===== src/common/ofr_pkg.sv =====
// Package of selector codes, reset defaults and widths for the output function router
package ofr_pkg;

  localparam int OFR_SEL_W = 4;
  localparam int OFR_MV_W = 8;
  localparam int OFR_NUM_OUT = 4;
  localparam int OFR_NUM_WB = 8;

  typedef enum logic [OFR_SEL_W-1:0] {
    OFR_NO_FUNCTION,
    OFR_HEAT,
    OFR_COOL,
    OFR_ALARM_ONE_SOURCE,
    OFR_ALARM_TWO_SOURCE,
    OFR_ALARM_THREE_SOURCE,
    OFR_PROGRAM_END,
    OFR_SWITCH_COUNT_ALARM,
    OFR_WORK_BIT_ONE,
    OFR_WORK_BIT_TWO,
    OFR_WORK_BIT_THREE,
    OFR_WORK_BIT_FOUR,
    OFR_WORK_BIT_FIVE,
    OFR_WORK_BIT_SIX,
    OFR_WORK_BIT_SEVEN,
    OFR_LOGIC_WORK_BIT_EIGHT
  } ofr_func_e;

  // Output slot indices
  localparam int OFR_IDX_CTL1 = 0;
  localparam int OFR_IDX_CTL2 = 1;
  localparam int OFR_IDX_AUX1 = 2;
  localparam int OFR_IDX_AUX2 = 3;

  // Reset defaults of the four selectors
  localparam ofr_func_e OFR_RST_CTL1 = OFR_HEAT;
  localparam ofr_func_e OFR_RST_CTL2 = OFR_NO_FUNCTION;
  localparam ofr_func_e OFR_RST_AUX1 = OFR_ALARM_ONE_SOURCE;
  localparam ofr_func_e OFR_RST_AUX2 = OFR_ALARM_TWO_SOURCE;

  // Manipulated value equal to zero percent
  localparam logic [OFR_MV_W-1:0] OFR_MV_ZERO = 8'h00;

  // True for any of the alarm, program end, count alarm or work bit codes
  function automatic logic ofr_is_discrete(input ofr_func_e f);
    ofr_is_discrete = (f >= OFR_ALARM_ONE_SOURCE);
  endfunction : ofr_is_discrete

  function automatic logic ofr_is_work_bit(input ofr_func_e f);
    ofr_is_work_bit = (f >= OFR_WORK_BIT_ONE);
  endfunction : ofr_is_work_bit

endpackage : ofr_pkg


===== src/hdl/ofr_sel_filter.sv =====
// Acceptance filter for one selector write
`timescale 1ns/1ps
module ofr_sel_filter
  import ofr_pkg::*;
(
  input wire logic [OFR_SEL_W-1:0] code_in, // Requested function code
  input wire logic is_ctl, // Slot is a control output
  input wire logic linear_out, // Slot hardware is a linear output
  input wire logic logic_op_en, // Logic operation function in use
  output logic accept // Code may be stored
);

  ofr_func_e f;
  logic lin_block;
  logic wb_block;

  assign f = ofr_func_e'(code_in);
  // Discrete sources need a relay or SSR type control output
  assign lin_block = is_ctl && linear_out && ofr_is_discrete(f);
  // Work bits are not offered while logic operation is unused
  assign wb_block = !logic_op_en && ofr_is_work_bit(f);
  assign accept = !lin_block && !wb_block;

endmodule : ofr_sel_filter


===== src/hdl/ofr_out_drive.sv =====
// Drives one physical output from its selected source
`timescale 1ns/1ps
module ofr_out_drive
  import ofr_pkg::*;
(
  input wire logic clk_sys, // System clock
  input wire logic arst_n, // Asynchronous reset, active low
  input wire logic [OFR_SEL_W-1:0] sel, // Current selector
  input wire logic present, // Output exists and is available
  input wire logic heat_cool, // Heating/cooling mode
  input wire logic prog_on, // Program pattern not off
  input wire logic ignore_pend, // Treat program end as no function
  input wire logic [OFR_MV_W-1:0] heat_mv, // Heating manipulated value
  input wire logic [OFR_MV_W-1:0] cool_mv, // Cooling manipulated value
  input wire logic [2:0] alarm_in, // Alarms one to three
  input wire logic prog_end, // Program end status
  input wire logic count_alarm, // On/off count alarm
  input wire logic [OFR_NUM_WB-1:0] work_bits, // Logic work bits
  output logic [OFR_MV_W-1:0] mv_out, // Proportional drive
  output logic on_out // Discrete drive
);

  ofr_func_e f;
  logic [OFR_MV_W-1:0] mv_nxt;
  logic [OFR_MV_W-1:0] mv_r;
  logic on_nxt;
  logic on_r;
  logic [OFR_MV_W-1:0] cool_val;
  logic pend_val;
  logic [2:0] wb_idx;

  assign f = ofr_func_e'(sel);
  assign cool_val = heat_cool ? cool_mv : OFR_MV_ZERO;
  assign pend_val = prog_end && prog_on && !ignore_pend;
  assign wb_idx = sel[2:0];

  always_comb begin
    mv_nxt = OFR_MV_ZERO;
    on_nxt = 1'b0;
    if (present) begin
      unique case (f)
        OFR_NO_FUNCTION: begin
          mv_nxt = OFR_MV_ZERO;
        end
        OFR_HEAT: begin
          mv_nxt = heat_mv;
          on_nxt = (heat_mv != OFR_MV_ZERO);
        end
        OFR_COOL: begin
          mv_nxt = cool_val;
          on_nxt = (cool_val != OFR_MV_ZERO);
        end
        OFR_ALARM_ONE_SOURCE: on_nxt = alarm_in[0];
        OFR_ALARM_TWO_SOURCE: on_nxt = alarm_in[1];
        OFR_ALARM_THREE_SOURCE: on_nxt = alarm_in[2];
        OFR_PROGRAM_END: on_nxt = pend_val;
        OFR_SWITCH_COUNT_ALARM: on_nxt = count_alarm;
        default: on_nxt = work_bits[wb_idx];
      endcase
    end
  end

  always_ff @(posedge clk_sys or negedge arst_n) begin
    if (!arst_n) begin
      mv_r <= OFR_MV_ZERO;
      on_r <= 1'b0;
    end else begin
      mv_r <= mv_nxt;
      on_r <= on_nxt;
    end
  end

  assign mv_out = mv_r;
  assign on_out = on_r;

endmodule : ofr_out_drive


===== src/hdl/ofr_router.sv =====
// Output function router: selectors, automatic reassignment and routing to four outputs
//
// What this block does
// - Four outputs each have a selector: none, heat, cool, alarms, end, count, work bits.
// - Control output one selector resets to heating control.
// - Control output two selector resets to no function.
// - Auxiliary output one selector resets to alarm one.
// - Auxiliary output two selector resets to alarm two.
// - Cooling selected under standard control drives zero percent.
// - Discrete sources on control outputs only for relay, SSR voltage or SSR types.
// - Program end selectable with pattern off, but then never asserts.
// - Control output two ignores program end while pattern is off.
// - Work bit choices hidden while logic operation is unused.
// - Heating/cooling mode switches control output two selector to cooling.
// - Changing auxiliary one while pattern is on forces program end.
// - Without control output two, heating/cooling switches auxiliary two to cooling.
// - Control output one selector available only under its three conditions.
// - Control output two selector available only under its four conditions.
// - Auxiliary selectors exist only when the auxiliary output is present.
`timescale 1ns/1ps
module ofr_router
  import ofr_pkg::*;
(
  input wire logic clk_sys, // System clock, 25 MHz
  input wire logic arst_n, // Asynchronous reset, active low
  input wire logic heat_cool, // Control mode is heating/cooling
  input wire logic prog_on, // Program pattern setting not off
  input wire logic logic_op_en, // Logic operation function in use
  input wire logic has_xfer, // Transfer output fitted
  input wire logic xfer_type_off, // Transfer output type set off
  input wire logic ctl1_linear, // Control output one is linear
  input wire logic ctl2_linear, // Control output two is linear
  input wire logic has_ctl2, // Control output two fitted
  input wire logic has_aux1, // Auxiliary output one fitted
  input wire logic has_aux2, // Auxiliary output two fitted
  input wire logic [OFR_NUM_OUT-1:0] sel_wr, // Selector write strobes, one per output
  input wire logic [OFR_SEL_W-1:0] sel_wdata, // Selector write code
  input wire logic [OFR_MV_W-1:0] heat_mv, // Heating manipulated value
  input wire logic [OFR_MV_W-1:0] cool_mv, // Cooling manipulated value
  input wire logic alarm_one_source, // Alarm one status
  input wire logic alarm_two_source, // Alarm two status
  input wire logic alarm_three_source, // Alarm three status
  input wire logic prog_end, // Program end status
  input wire logic switch_count_alarm, // On/off count alarm status
  input wire logic [OFR_NUM_WB-1:0] work_bits, // Logic work bits one to eight
  output logic [OFR_SEL_W-1:0] ctl1_sel, // Control output one selector
  output logic [OFR_SEL_W-1:0] ctl2_sel, // Control output two selector
  output logic [OFR_SEL_W-1:0] aux1_sel, // Auxiliary output one selector
  output logic [OFR_SEL_W-1:0] aux_two_select, // Auxiliary output two selector
  output logic [OFR_NUM_OUT-1:0] sel_avail, // Selector available per output
  output logic [OFR_NUM_OUT-1:0] out_on, // Discrete drive per output
  output logic [OFR_MV_W-1:0] ctl1_mv, // Control output one proportional drive
  output logic [OFR_MV_W-1:0] ctl2_mv // Control output two proportional drive
);

  // ****************************************
  // Availability
  // ****************************************
  logic avail_ctl1;
  logic avail_ctl2;
  logic [OFR_NUM_OUT-1:0] is_ctl;
  logic [OFR_NUM_OUT-1:0] lin;
  logic [OFR_NUM_OUT-1:0] accept;
  logic [OFR_NUM_OUT-1:0] wr_ok;

  assign avail_ctl1 = has_xfer || !ctl1_linear || xfer_type_off;
  assign avail_ctl2 = has_ctl2 && (has_xfer || ctl1_linear || !ctl2_linear || xfer_type_off);
  assign sel_avail = {has_aux2, has_aux1, avail_ctl2, avail_ctl1};
  assign is_ctl = 4'h3;
  assign lin = {1'b0, 1'b0, ctl2_linear, ctl1_linear};

  // ****************************************
  // Selector storage
  // ****************************************
  logic [OFR_SEL_W-1:0] sel_r [OFR_NUM_OUT];
  logic [OFR_SEL_W-1:0] sel_nxt [OFR_NUM_OUT];
  logic heat_cool_r;
  logic hc_rise;

  assign hc_rise = heat_cool && !heat_cool_r;

  genvar gi;
  generate
    for (gi = 0; gi < OFR_NUM_OUT; gi++) begin : g_sel
      ofr_sel_filter u_filt (
        .code_in(sel_wdata),
        .is_ctl(is_ctl[gi]),
        .linear_out(lin[gi]),
        .logic_op_en(logic_op_en),
        .accept(accept[gi])
      );
      assign wr_ok[gi] = sel_wr[gi] && sel_avail[gi] && accept[gi];
    end
  endgenerate

  // Next selector values with automatic reassignment
  always_comb begin
    for (int i = 0; i < OFR_NUM_OUT; i++) begin
      sel_nxt[i] = wr_ok[i] ? sel_wdata : sel_r[i];
    end
    if (wr_ok[OFR_IDX_AUX1] && prog_on) begin
      sel_nxt[OFR_IDX_AUX1] = OFR_PROGRAM_END;
    end
    if (hc_rise && has_ctl2) begin
      sel_nxt[OFR_IDX_CTL2] = OFR_COOL;
    end
    if (hc_rise && !has_ctl2) begin
      sel_nxt[OFR_IDX_AUX2] = OFR_COOL;
    end
  end

  always_ff @(posedge clk_sys or negedge arst_n) begin
    if (!arst_n) begin
      heat_cool_r <= 1'b0;
    end else begin
      heat_cool_r <= heat_cool;
    end
  end

  generate
    for (gi = 0; gi < OFR_NUM_OUT; gi++) begin : g_reg
      // Reset code per slot is a constant, so the reset branch loads no logic
      localparam logic [OFR_SEL_W-1:0] RST_CODE = (gi == OFR_IDX_CTL1) ? OFR_RST_CTL1 :
        (gi == OFR_IDX_CTL2) ? OFR_RST_CTL2 :
        (gi == OFR_IDX_AUX1) ? OFR_RST_AUX1 : OFR_RST_AUX2;
      always_ff @(posedge clk_sys or negedge arst_n) begin
        if (!arst_n) begin
          sel_r[gi] <= RST_CODE;
        end else begin
          sel_r[gi] <= sel_nxt[gi];
        end
      end
    end
  endgenerate

  assign ctl1_sel = sel_r[OFR_IDX_CTL1];
  assign ctl2_sel = sel_r[OFR_IDX_CTL2];
  assign aux1_sel = sel_r[OFR_IDX_AUX1];
  assign aux_two_select = sel_r[OFR_IDX_AUX2];

  // ****************************************
  // Output drive
  // ****************************************
  logic [OFR_MV_W-1:0] mv_all [OFR_NUM_OUT];
  logic [OFR_NUM_OUT-1:0] ign_pend;
  logic [2:0] alarms;

  assign alarms = {alarm_three_source, alarm_two_source, alarm_one_source};
  assign ign_pend = {1'b0, 1'b0, !prog_on, 1'b0};

  generate
    for (gi = 0; gi < OFR_NUM_OUT; gi++) begin : g_drv
      ofr_out_drive u_drv (
        .clk_sys(clk_sys),
        .arst_n(arst_n),
        .sel(sel_r[gi]),
        .present(sel_avail[gi]),
        .heat_cool(heat_cool),
        .prog_on(prog_on),
        .ignore_pend(ign_pend[gi]),
        .heat_mv(heat_mv),
        .cool_mv(cool_mv),
        .alarm_in(alarms),
        .prog_end(prog_end),
        .count_alarm(switch_count_alarm),
        .work_bits(work_bits),
        .mv_out(mv_all[gi]),
        .on_out(out_on[gi])
      );
    end
  endgenerate

  assign ctl1_mv = mv_all[OFR_IDX_CTL1];
  assign ctl2_mv = mv_all[OFR_IDX_CTL2];

endmodule : ofr_router


===== config.mk =====
export PLATFORM = sky130hd
export DESIGN_NAME = ofr_router
export DESIGN_NICKNAME = d
export VERILOG_FILES = /design/src/common/ofr_pkg.sv /design/src/hdl/ofr_sel_filter.sv /design/src/hdl/ofr_out_drive.sv /design/src/hdl/ofr_router.sv
export SDC_FILE = /design/constraint.sdc
export NUM_CORES = 1
export LEC_CHECK = 0
export BUFFER_PORTS_ARGS = -buffer_cell sky130_fd_sc_hd__buf_2
export CAP_MARGIN = 20
export CORE_ASPECT_RATIO = 0.7
export CORE_MARGIN = 2
export CORE_UTILIZATION = 49
export DETAILED_ROUTE_END_ITERATION = 16
export PLACE_DENSITY = 0.81
export REMOVE_ABC_BUFFERS = 1
export SLEW_MARGIN = 15
export SYNTH_ARGS = -nofsm -noshare
export SYNTH_HDL_FRONTEND = slang
export SYNTH_SLANG_ARGS = --single-unit

===== constraint.sdc =====
create_clock -name clk_sys -period 2.1 [get_ports clk_sys]
set_input_delay 0.21 -clock clk_sys [delete_from_list [all_inputs] [get_ports clk_sys]]
set_output_delay 0.21 -clock clk_sys [all_outputs]
set_load 0.01 [all_outputs]

=== Word level (Yosys, flattened, before mapping) ===
Cells that the tools add are included.

* Output and inout port bits: 40
* Register bits after elaboration: 37
* Input bits: 49
* Logic and storage cells: 114

* Equal/unequal tests: 28
* Magnitude comparators: 6
* Reduce and logical (&&, ||, !) cells: 42
* Muxes and demuxes: 27

{| class="wikitable"
|+ Operators by type and width
! cell !! count
|-
| 4-bit by 3-bit == test with 1-bit output, second input constant || 16
|-
| 4-bit by 2-bit == test with 1-bit output, second input constant || 8
|-
| 1-bit case mux with 8 select lines || 4
|-
| 8-bit case mux with 2 select lines || 2
|-
| 4-bit two-way mux || 6
|-
| 8-bit two-way mux || 3
|-
| 1-bit logical AND || 20
|-
| 4-bit by 1-bit == test with 1-bit output, second input constant || 4
|-
| 4-bit zero test || 4
|-
| 3-bit by 4-bit < comparator with 1-bit output, second input constant || 4
|-
| 8-bit nonzero test || 2
|-
| 1-bit binary-select mux with 3-bit select || 4
|-
| 1-bit zero test || 8
|-
| 1-bit two-way mux || 8
|-
| 2-bit nonzero test || 3
|-
| 1-bit logical OR || 5
|-
| 4-bit by 2-bit greater-or-equal comparator with 1-bit output, second input constant || 1
|-
| 4-bit greater-or-equal comparator, second input constant || 1
|}

=== Logic depth before layout (Yosys ltp) ===
* Word-level depth: 8
* Mapped depth: 6
* Gate-level depth less buffers: 5

=== By module ===
From an unflattened synthesis, not the netlist that was laid out.

* Cell total of the unflattened synthesis: 290
* Area, all modules: 3180.6 um^2

{| class="wikitable"
|+ By module, submodules not included
! module !! instances !! area each (um^2) !! cells an instance !! seq. area each (um^2)
|-
| ofr_out_drive || 4 || 570.5 || 50 || 225.2
|-
| ofr_router || 1 || 783.3 || 74 || 430.4
|-
| ofr_sel_filter || 4 || 28.8 || 4 || 0.0
|}

=== Worst setup path before layout ===
No wires, ideal clock.

* Kind: register to register
* Start: register sel_r, in the netlist ctl1_sel[0]
* End: register g_drv[0].u_drv.on_r
* Arrival time: 1.424 ns
* Library setup time: 0.142 ns
* Period minus slack after synthesis: 1.566 ns
* Required time: 1.958 ns
* Path slack: 0.534 ns
* Stages on the path, launching flop included: 7
* Buffers on the path: 2
* Cells stage by stage: dfstp_2 > buf_4 > nor2_1 > and4_1 > buf_2 > a221oi_2 > a221oi_2

* Longest elaborated chain between the ends: 4
* Elaborated cells on any way between the ends: 12
* Classes of those cells: eq/ne: 7; mux: 4; reduce/logical: 1

{| class="wikitable"
|+ RTL lines
! what !! line !! RTL
|-
| start: declaration || ofr_router.sv:75 || <nowiki>logic [OFR_SEL_W-1:0] sel_r [OFR_NUM_OUT];</nowiki>
|-
| start signal: indexed assignment || ofr_router.sv:130 || <nowiki>sel_r[gi] <= sel_nxt[gi];</nowiki>
|-
| 1-bit binary-select mux with 3-bit select || ofr_out_drive.sv:58 || <nowiki>default: on_nxt = work_bits[wb_idx];</nowiki>
|-
| 1-bit two-way mux (implied by the code) || ofr_out_drive.sv:58 ||
|-
| 1-bit case mux with 8 select lines * || ofr_out_drive.sv:41 || <nowiki>unique case (f)</nowiki>
|-
| 1-bit two-way mux * || ofr_out_drive.sv:40 || <nowiki>if (present) begin</nowiki>
|-
| via g_drv[0].u_drv.on_nxt || ofr_out_drive.sv:26 || <nowiki>logic on_nxt;</nowiki>
|-
| end signal: assignment || ofr_out_drive.sv:69 || <nowiki>on_r <= on_nxt;</nowiki>
|-
| end: declaration || ofr_out_drive.sv:27 || <nowiki>logic on_r;</nowiki>
|}

The timed path passes the listed nets; every way through them passes the cells marked *. The select of a mux whose other input is x is not followed.
A chain may end at the register's enable or synchronous reset.

=== Final worst setup path ===
* Start: register sel_r, in the netlist ctl2_sel[2]
* End: register g_drv[1].u_drv.on_r

* Longest elaborated chain between the ends: 4
* Elaborated cells on any way between the ends: 12
* Classes of those cells: eq/ne: 7; mux: 4; reduce/logical: 1

{| class="wikitable"
|+ RTL lines
! what !! line
|-
| 1-bit binary-select mux with 3-bit select || ofr_out_drive.sv:58
|-
| 1-bit two-way mux (implied by the code) || ofr_out_drive.sv:58
|-
| 1-bit case mux with 8 select lines * || ofr_out_drive.sv:41
|-
| 1-bit two-way mux * || ofr_out_drive.sv:40
|-
| via g_drv[1].u_drv.on_nxt || ofr_out_drive.sv:26
|-
| end signal: assignment || ofr_out_drive.sv:69
|-
| end: declaration || ofr_out_drive.sv:27
|}

Marked as above.

==> impl_metrics.csv <==
group,metric,value,unit
route,ant_nets,0,
setup_path,end_kind,"flop",
power_and_ir_drop,clockPowerShare,28.9,%
final_layout,regArea,931,um2
route,drc_errors,0,
timing,grt_setup_unrepaired,"no",
power_and_ir_drop,p_comb_share,27.8,%
clock_tree,hold_buffers,0,
timing,max_freq,615,MHz
power_and_ir_drop,power.density,785,nW/um2
worst_hold_path,hp-class,"input pin to async pin",
synthesis,synth-seq-area-share,41.3,%
timing,finalMaxSlewViolations,0,
route,wl_per_cell,16.9,um
clock_tree,htreeDepth,2,
setup_path,crit_family,"flip-flops",
setup_path,r2r_setup_slack,0.47,ns
timing,worst_pin_slew,0.787,ns
route,drt_wl_total,5810,um
grt,gr-total-overflow,0,
setup_path,slowest_delay,0.66,ns
setup_path,critPathBufInv,0,
outcome,outcome,"finished, violations left",
synthesis,ys_types,45,
place,dp_hpwl,4620,um
die,dieArea,5160,um2
grt,grt_pass1_vias,1907,
die,start_util,51.4,%
power_and_ir_drop,p_leak,1.35,nW
clock_tree,cts_tree,"done",
power_and_ir_drop,p_sw,0.683,mW
die,core_area,4380,um2
timing,relSlewSlack,47.5,%
synthesis,ys.flop_type,"dfrtp_1",
synthesis,synth-edff-count,0,
clock_tree,cts.clk_slew.worst_paths,0.07,ns
route,vias_per_cell,5.85,
die,rows,20,
place,place_area,2670,um2
outcome,violations,"hold timing",
timing,whs,-0.00144,ns
final_layout,fin_nets,336,
final_layout,area_delta_synth_final,23.8,%
final_layout,diodes,0,
power_and_ir_drop,sw_frac_of_total,31.2,%
setup_path,worstSetupPathType,"flop to flop",
place,gp_congestion,0.863,
clock_tree,cts_root_buffer,"clkbuf_8",
final_layout,final_common_cell,"buf_2",
flow_run,drv_cap,0,
power_and_ir_drop,peakVddDrop,0.000486,V
synthesis,synth_warnings,0,
timing,fin_skew,0.00407,ns
clock_tree,cts_buffer_depth,2,
setup_path,crit_fanout,10,
power_and_ir_drop,seqPwrFrac,43.2,%
setup_path,critPathSlowestCell,"dfrtp_1",
setup_path,r2r-end,"g_drv[1].u_drv.on_out$_DFF_PN0_",
setup_path,arrival,1.82,ns
clock_tree,ctsResizeCount,0,
final_layout,fillers,361,
synthesis,syn_area,2250,um2
setup_path,r2r-start,"ctl2_sel[2]$_DFFE_PN0P_",
timing,setup_tns,0,ns
power_and_ir_drop,power.internal,1.51,mW
synthesis,ys_async_sr_fraction,100,%
timing,period_needed,1.63,ns
synthesis,ys_ff_latch,37,
setup_path,path_cells,"mux2i_1 > mux4_2 > a221oi_2",
setup_path,critPathLaunch,"ctl2_sel[2]$_DFFE_PN0P_",
clock_tree,cts_buffers,5,
grt,antenna_found_initial,0,
clock_tree,cts_setup_buffers,0,
timing,hold_viol,2,
route,dr.first_iter.drc_count,162,
grt,grt.total_usage,24.2,%
final_layout,multi_input_area,1160,um2
place,port_buffers,88,
synthesis,syn_inst,205,
setup_path,worstPathRequired,2.29,ns
final_layout,final_cell_mix,"88 x buf_2, 33 x dfrtp_1, 28 x nor2_1, 16 x a22oi_1, 13 x mux2i_1",
final_layout,design_area,2790,um2
grt,grt_start_max_net_pins,38,
timing,finalCritPeriodShare,77.4,%
clock_tree,cts_sinks,37,
grt,grt_pass1_wl,9490,um
die,fp.dieH,60.7,um
setup_path,reg2reg_depth,3,
synthesis,avgSynthCellArea,11.0,um2
final_layout,drive_gt1_share,44.1,%
route,dr_total_vias,2005,
clock_tree,clk_latency,0.29,ns
die,io_pins,89,
die,die_w,85.0,um
route,drtPass1Iterations,5,
timing,setup_viol,0,
setup_path,worstSetupStartpointType,"flop",
[how the worst max path moves through the flow]
stage / endpoint / slack (ns) / cells after the start
after floorplan: g_drv[0].u_drv.on_out$_DFF_PN0_ / 0.57 / 3
after global placement: g_drv[0].u_drv.on_out$_DFF_PN0_ / 0.59 / 4
after detailed placement: g_drv[1].u_drv.on_out$_DFF_PN0_ / 0.49 / 3
after CTS: g_drv[1].u_drv.on_out$_DFF_PN0_ / 0.48 / 3
after global routing: g_drv[1].u_drv.on_out$_DFF_PN0_ / 0.42 / 3
final: g_drv[1].u_drv.on_out$_DFF_PN0_ / 0.47 / 3
[metrics by stage]
| step | hold WS [ns] | power [mW] | util [%] | setup WS, ns | cells |
|---|---|---|---|---|---|
| 3_5_place_dp | 0.353 | 1.56 | 61.0 | 0.488 | 335 |
| 5_1_grt | 0.0772 | 2.30 | 63.7 | 0.420 | 343 |
| 3_3_place_gp | 0.350 | 1.55 | 61.0 | 0.589 | 335 |
| 2_1_floorplan | -0.0856 | 1.29 | - | 0.572 | 189 |
| 6_report | -0.00144 | 2.19 | 63.7 | 0.475 | 343 |
| 4_1_cts | 0.0404 | 2.20 | 63.7 | 0.476 | 343 |
[power groups by stage]
stage               sequential, mW  combinational [mW]  clock [mW]
global placement             0.949               0.597           0
CTS                          0.942               0.611       0.648
detailed placement           0.955               0.609           0
floorplan                    0.974               0.317           0
finish                       0.946               0.609       0.633
global route                 0.959               0.667       0.677
[registers in the layout, summed over array words and instances (netlist names)]
| signal | count |
|---|---|
| aux1_sel | 4 |
| aux_two_select | 4 |
| g_drv.u_drv.on_out | 4 |
| ctl1_sel | 4 |
| ctl2_sel | 4 |
| g_drv.u_drv.mv_out | 16 |
| heat_cool_r | 1 |
[final cells by class]
type / count / share of cell area (%)
Clock buffer: 7 / 3.10
Clock inverter: 1 / 1.08
Sequential cell: 37 / 33.4
Timing Repair Buffer: 91 / 16.6
Tap cell: 55 / 2.47
Multi-Input combinational cell: 139 / 41.6
Inverter: 13 / 1.75
[worst register-to-register path: cells and delay by family, from the launching register on]
kind	cells	cell delay (ns)
flip-flops	1	0.66
multiplexers	2	0.64
AO/OA/AOI/OAI	1	0.24
[cells by family (layout without fill, tap and decap cells)]
family,after synthesis,count (layout),synth area share [%]
and+or+nand+nor,61,61,16.6
buffers and inverters,29,112,7.17
DFF,37,37,41.3
AOI/OAI and AO/OA,51,51,18.0
muxes,27,27,16.9
[synthesized netlist by cell type, drive strengths merged, types with 6 or more instances]
| library cell | instances | area share, % |
|---|---|---|
| a22oi | 16 | 5.3 |
| mux2i | 13 | 5.8 |
| nand2 | 6 | 1.0 |
| inv | 12 | 2.0 |
| mux4 | 8 | 8.2 |
| a21oi | 7 | 1.6 |
| dfrtp | 33 | 37 |
| a221oi | 6 | 3.4 |
| nor2 | 28 | 4.7 |
| mux2 | 6 | 3.0 |
| buf | 14 | 4.7 |
| o21ai | 8 | 1.8 |
[layer usage]
layer | GRT usage, % | routed length (um)
met5 | 0 | 0
met4 | 5.90 | 46
met3 | 5.85 | 633
met2 | 37.4 | 2530
met1 | 35.1 | 2600
No activity file was read; power rests on OpenSTA's default activity.
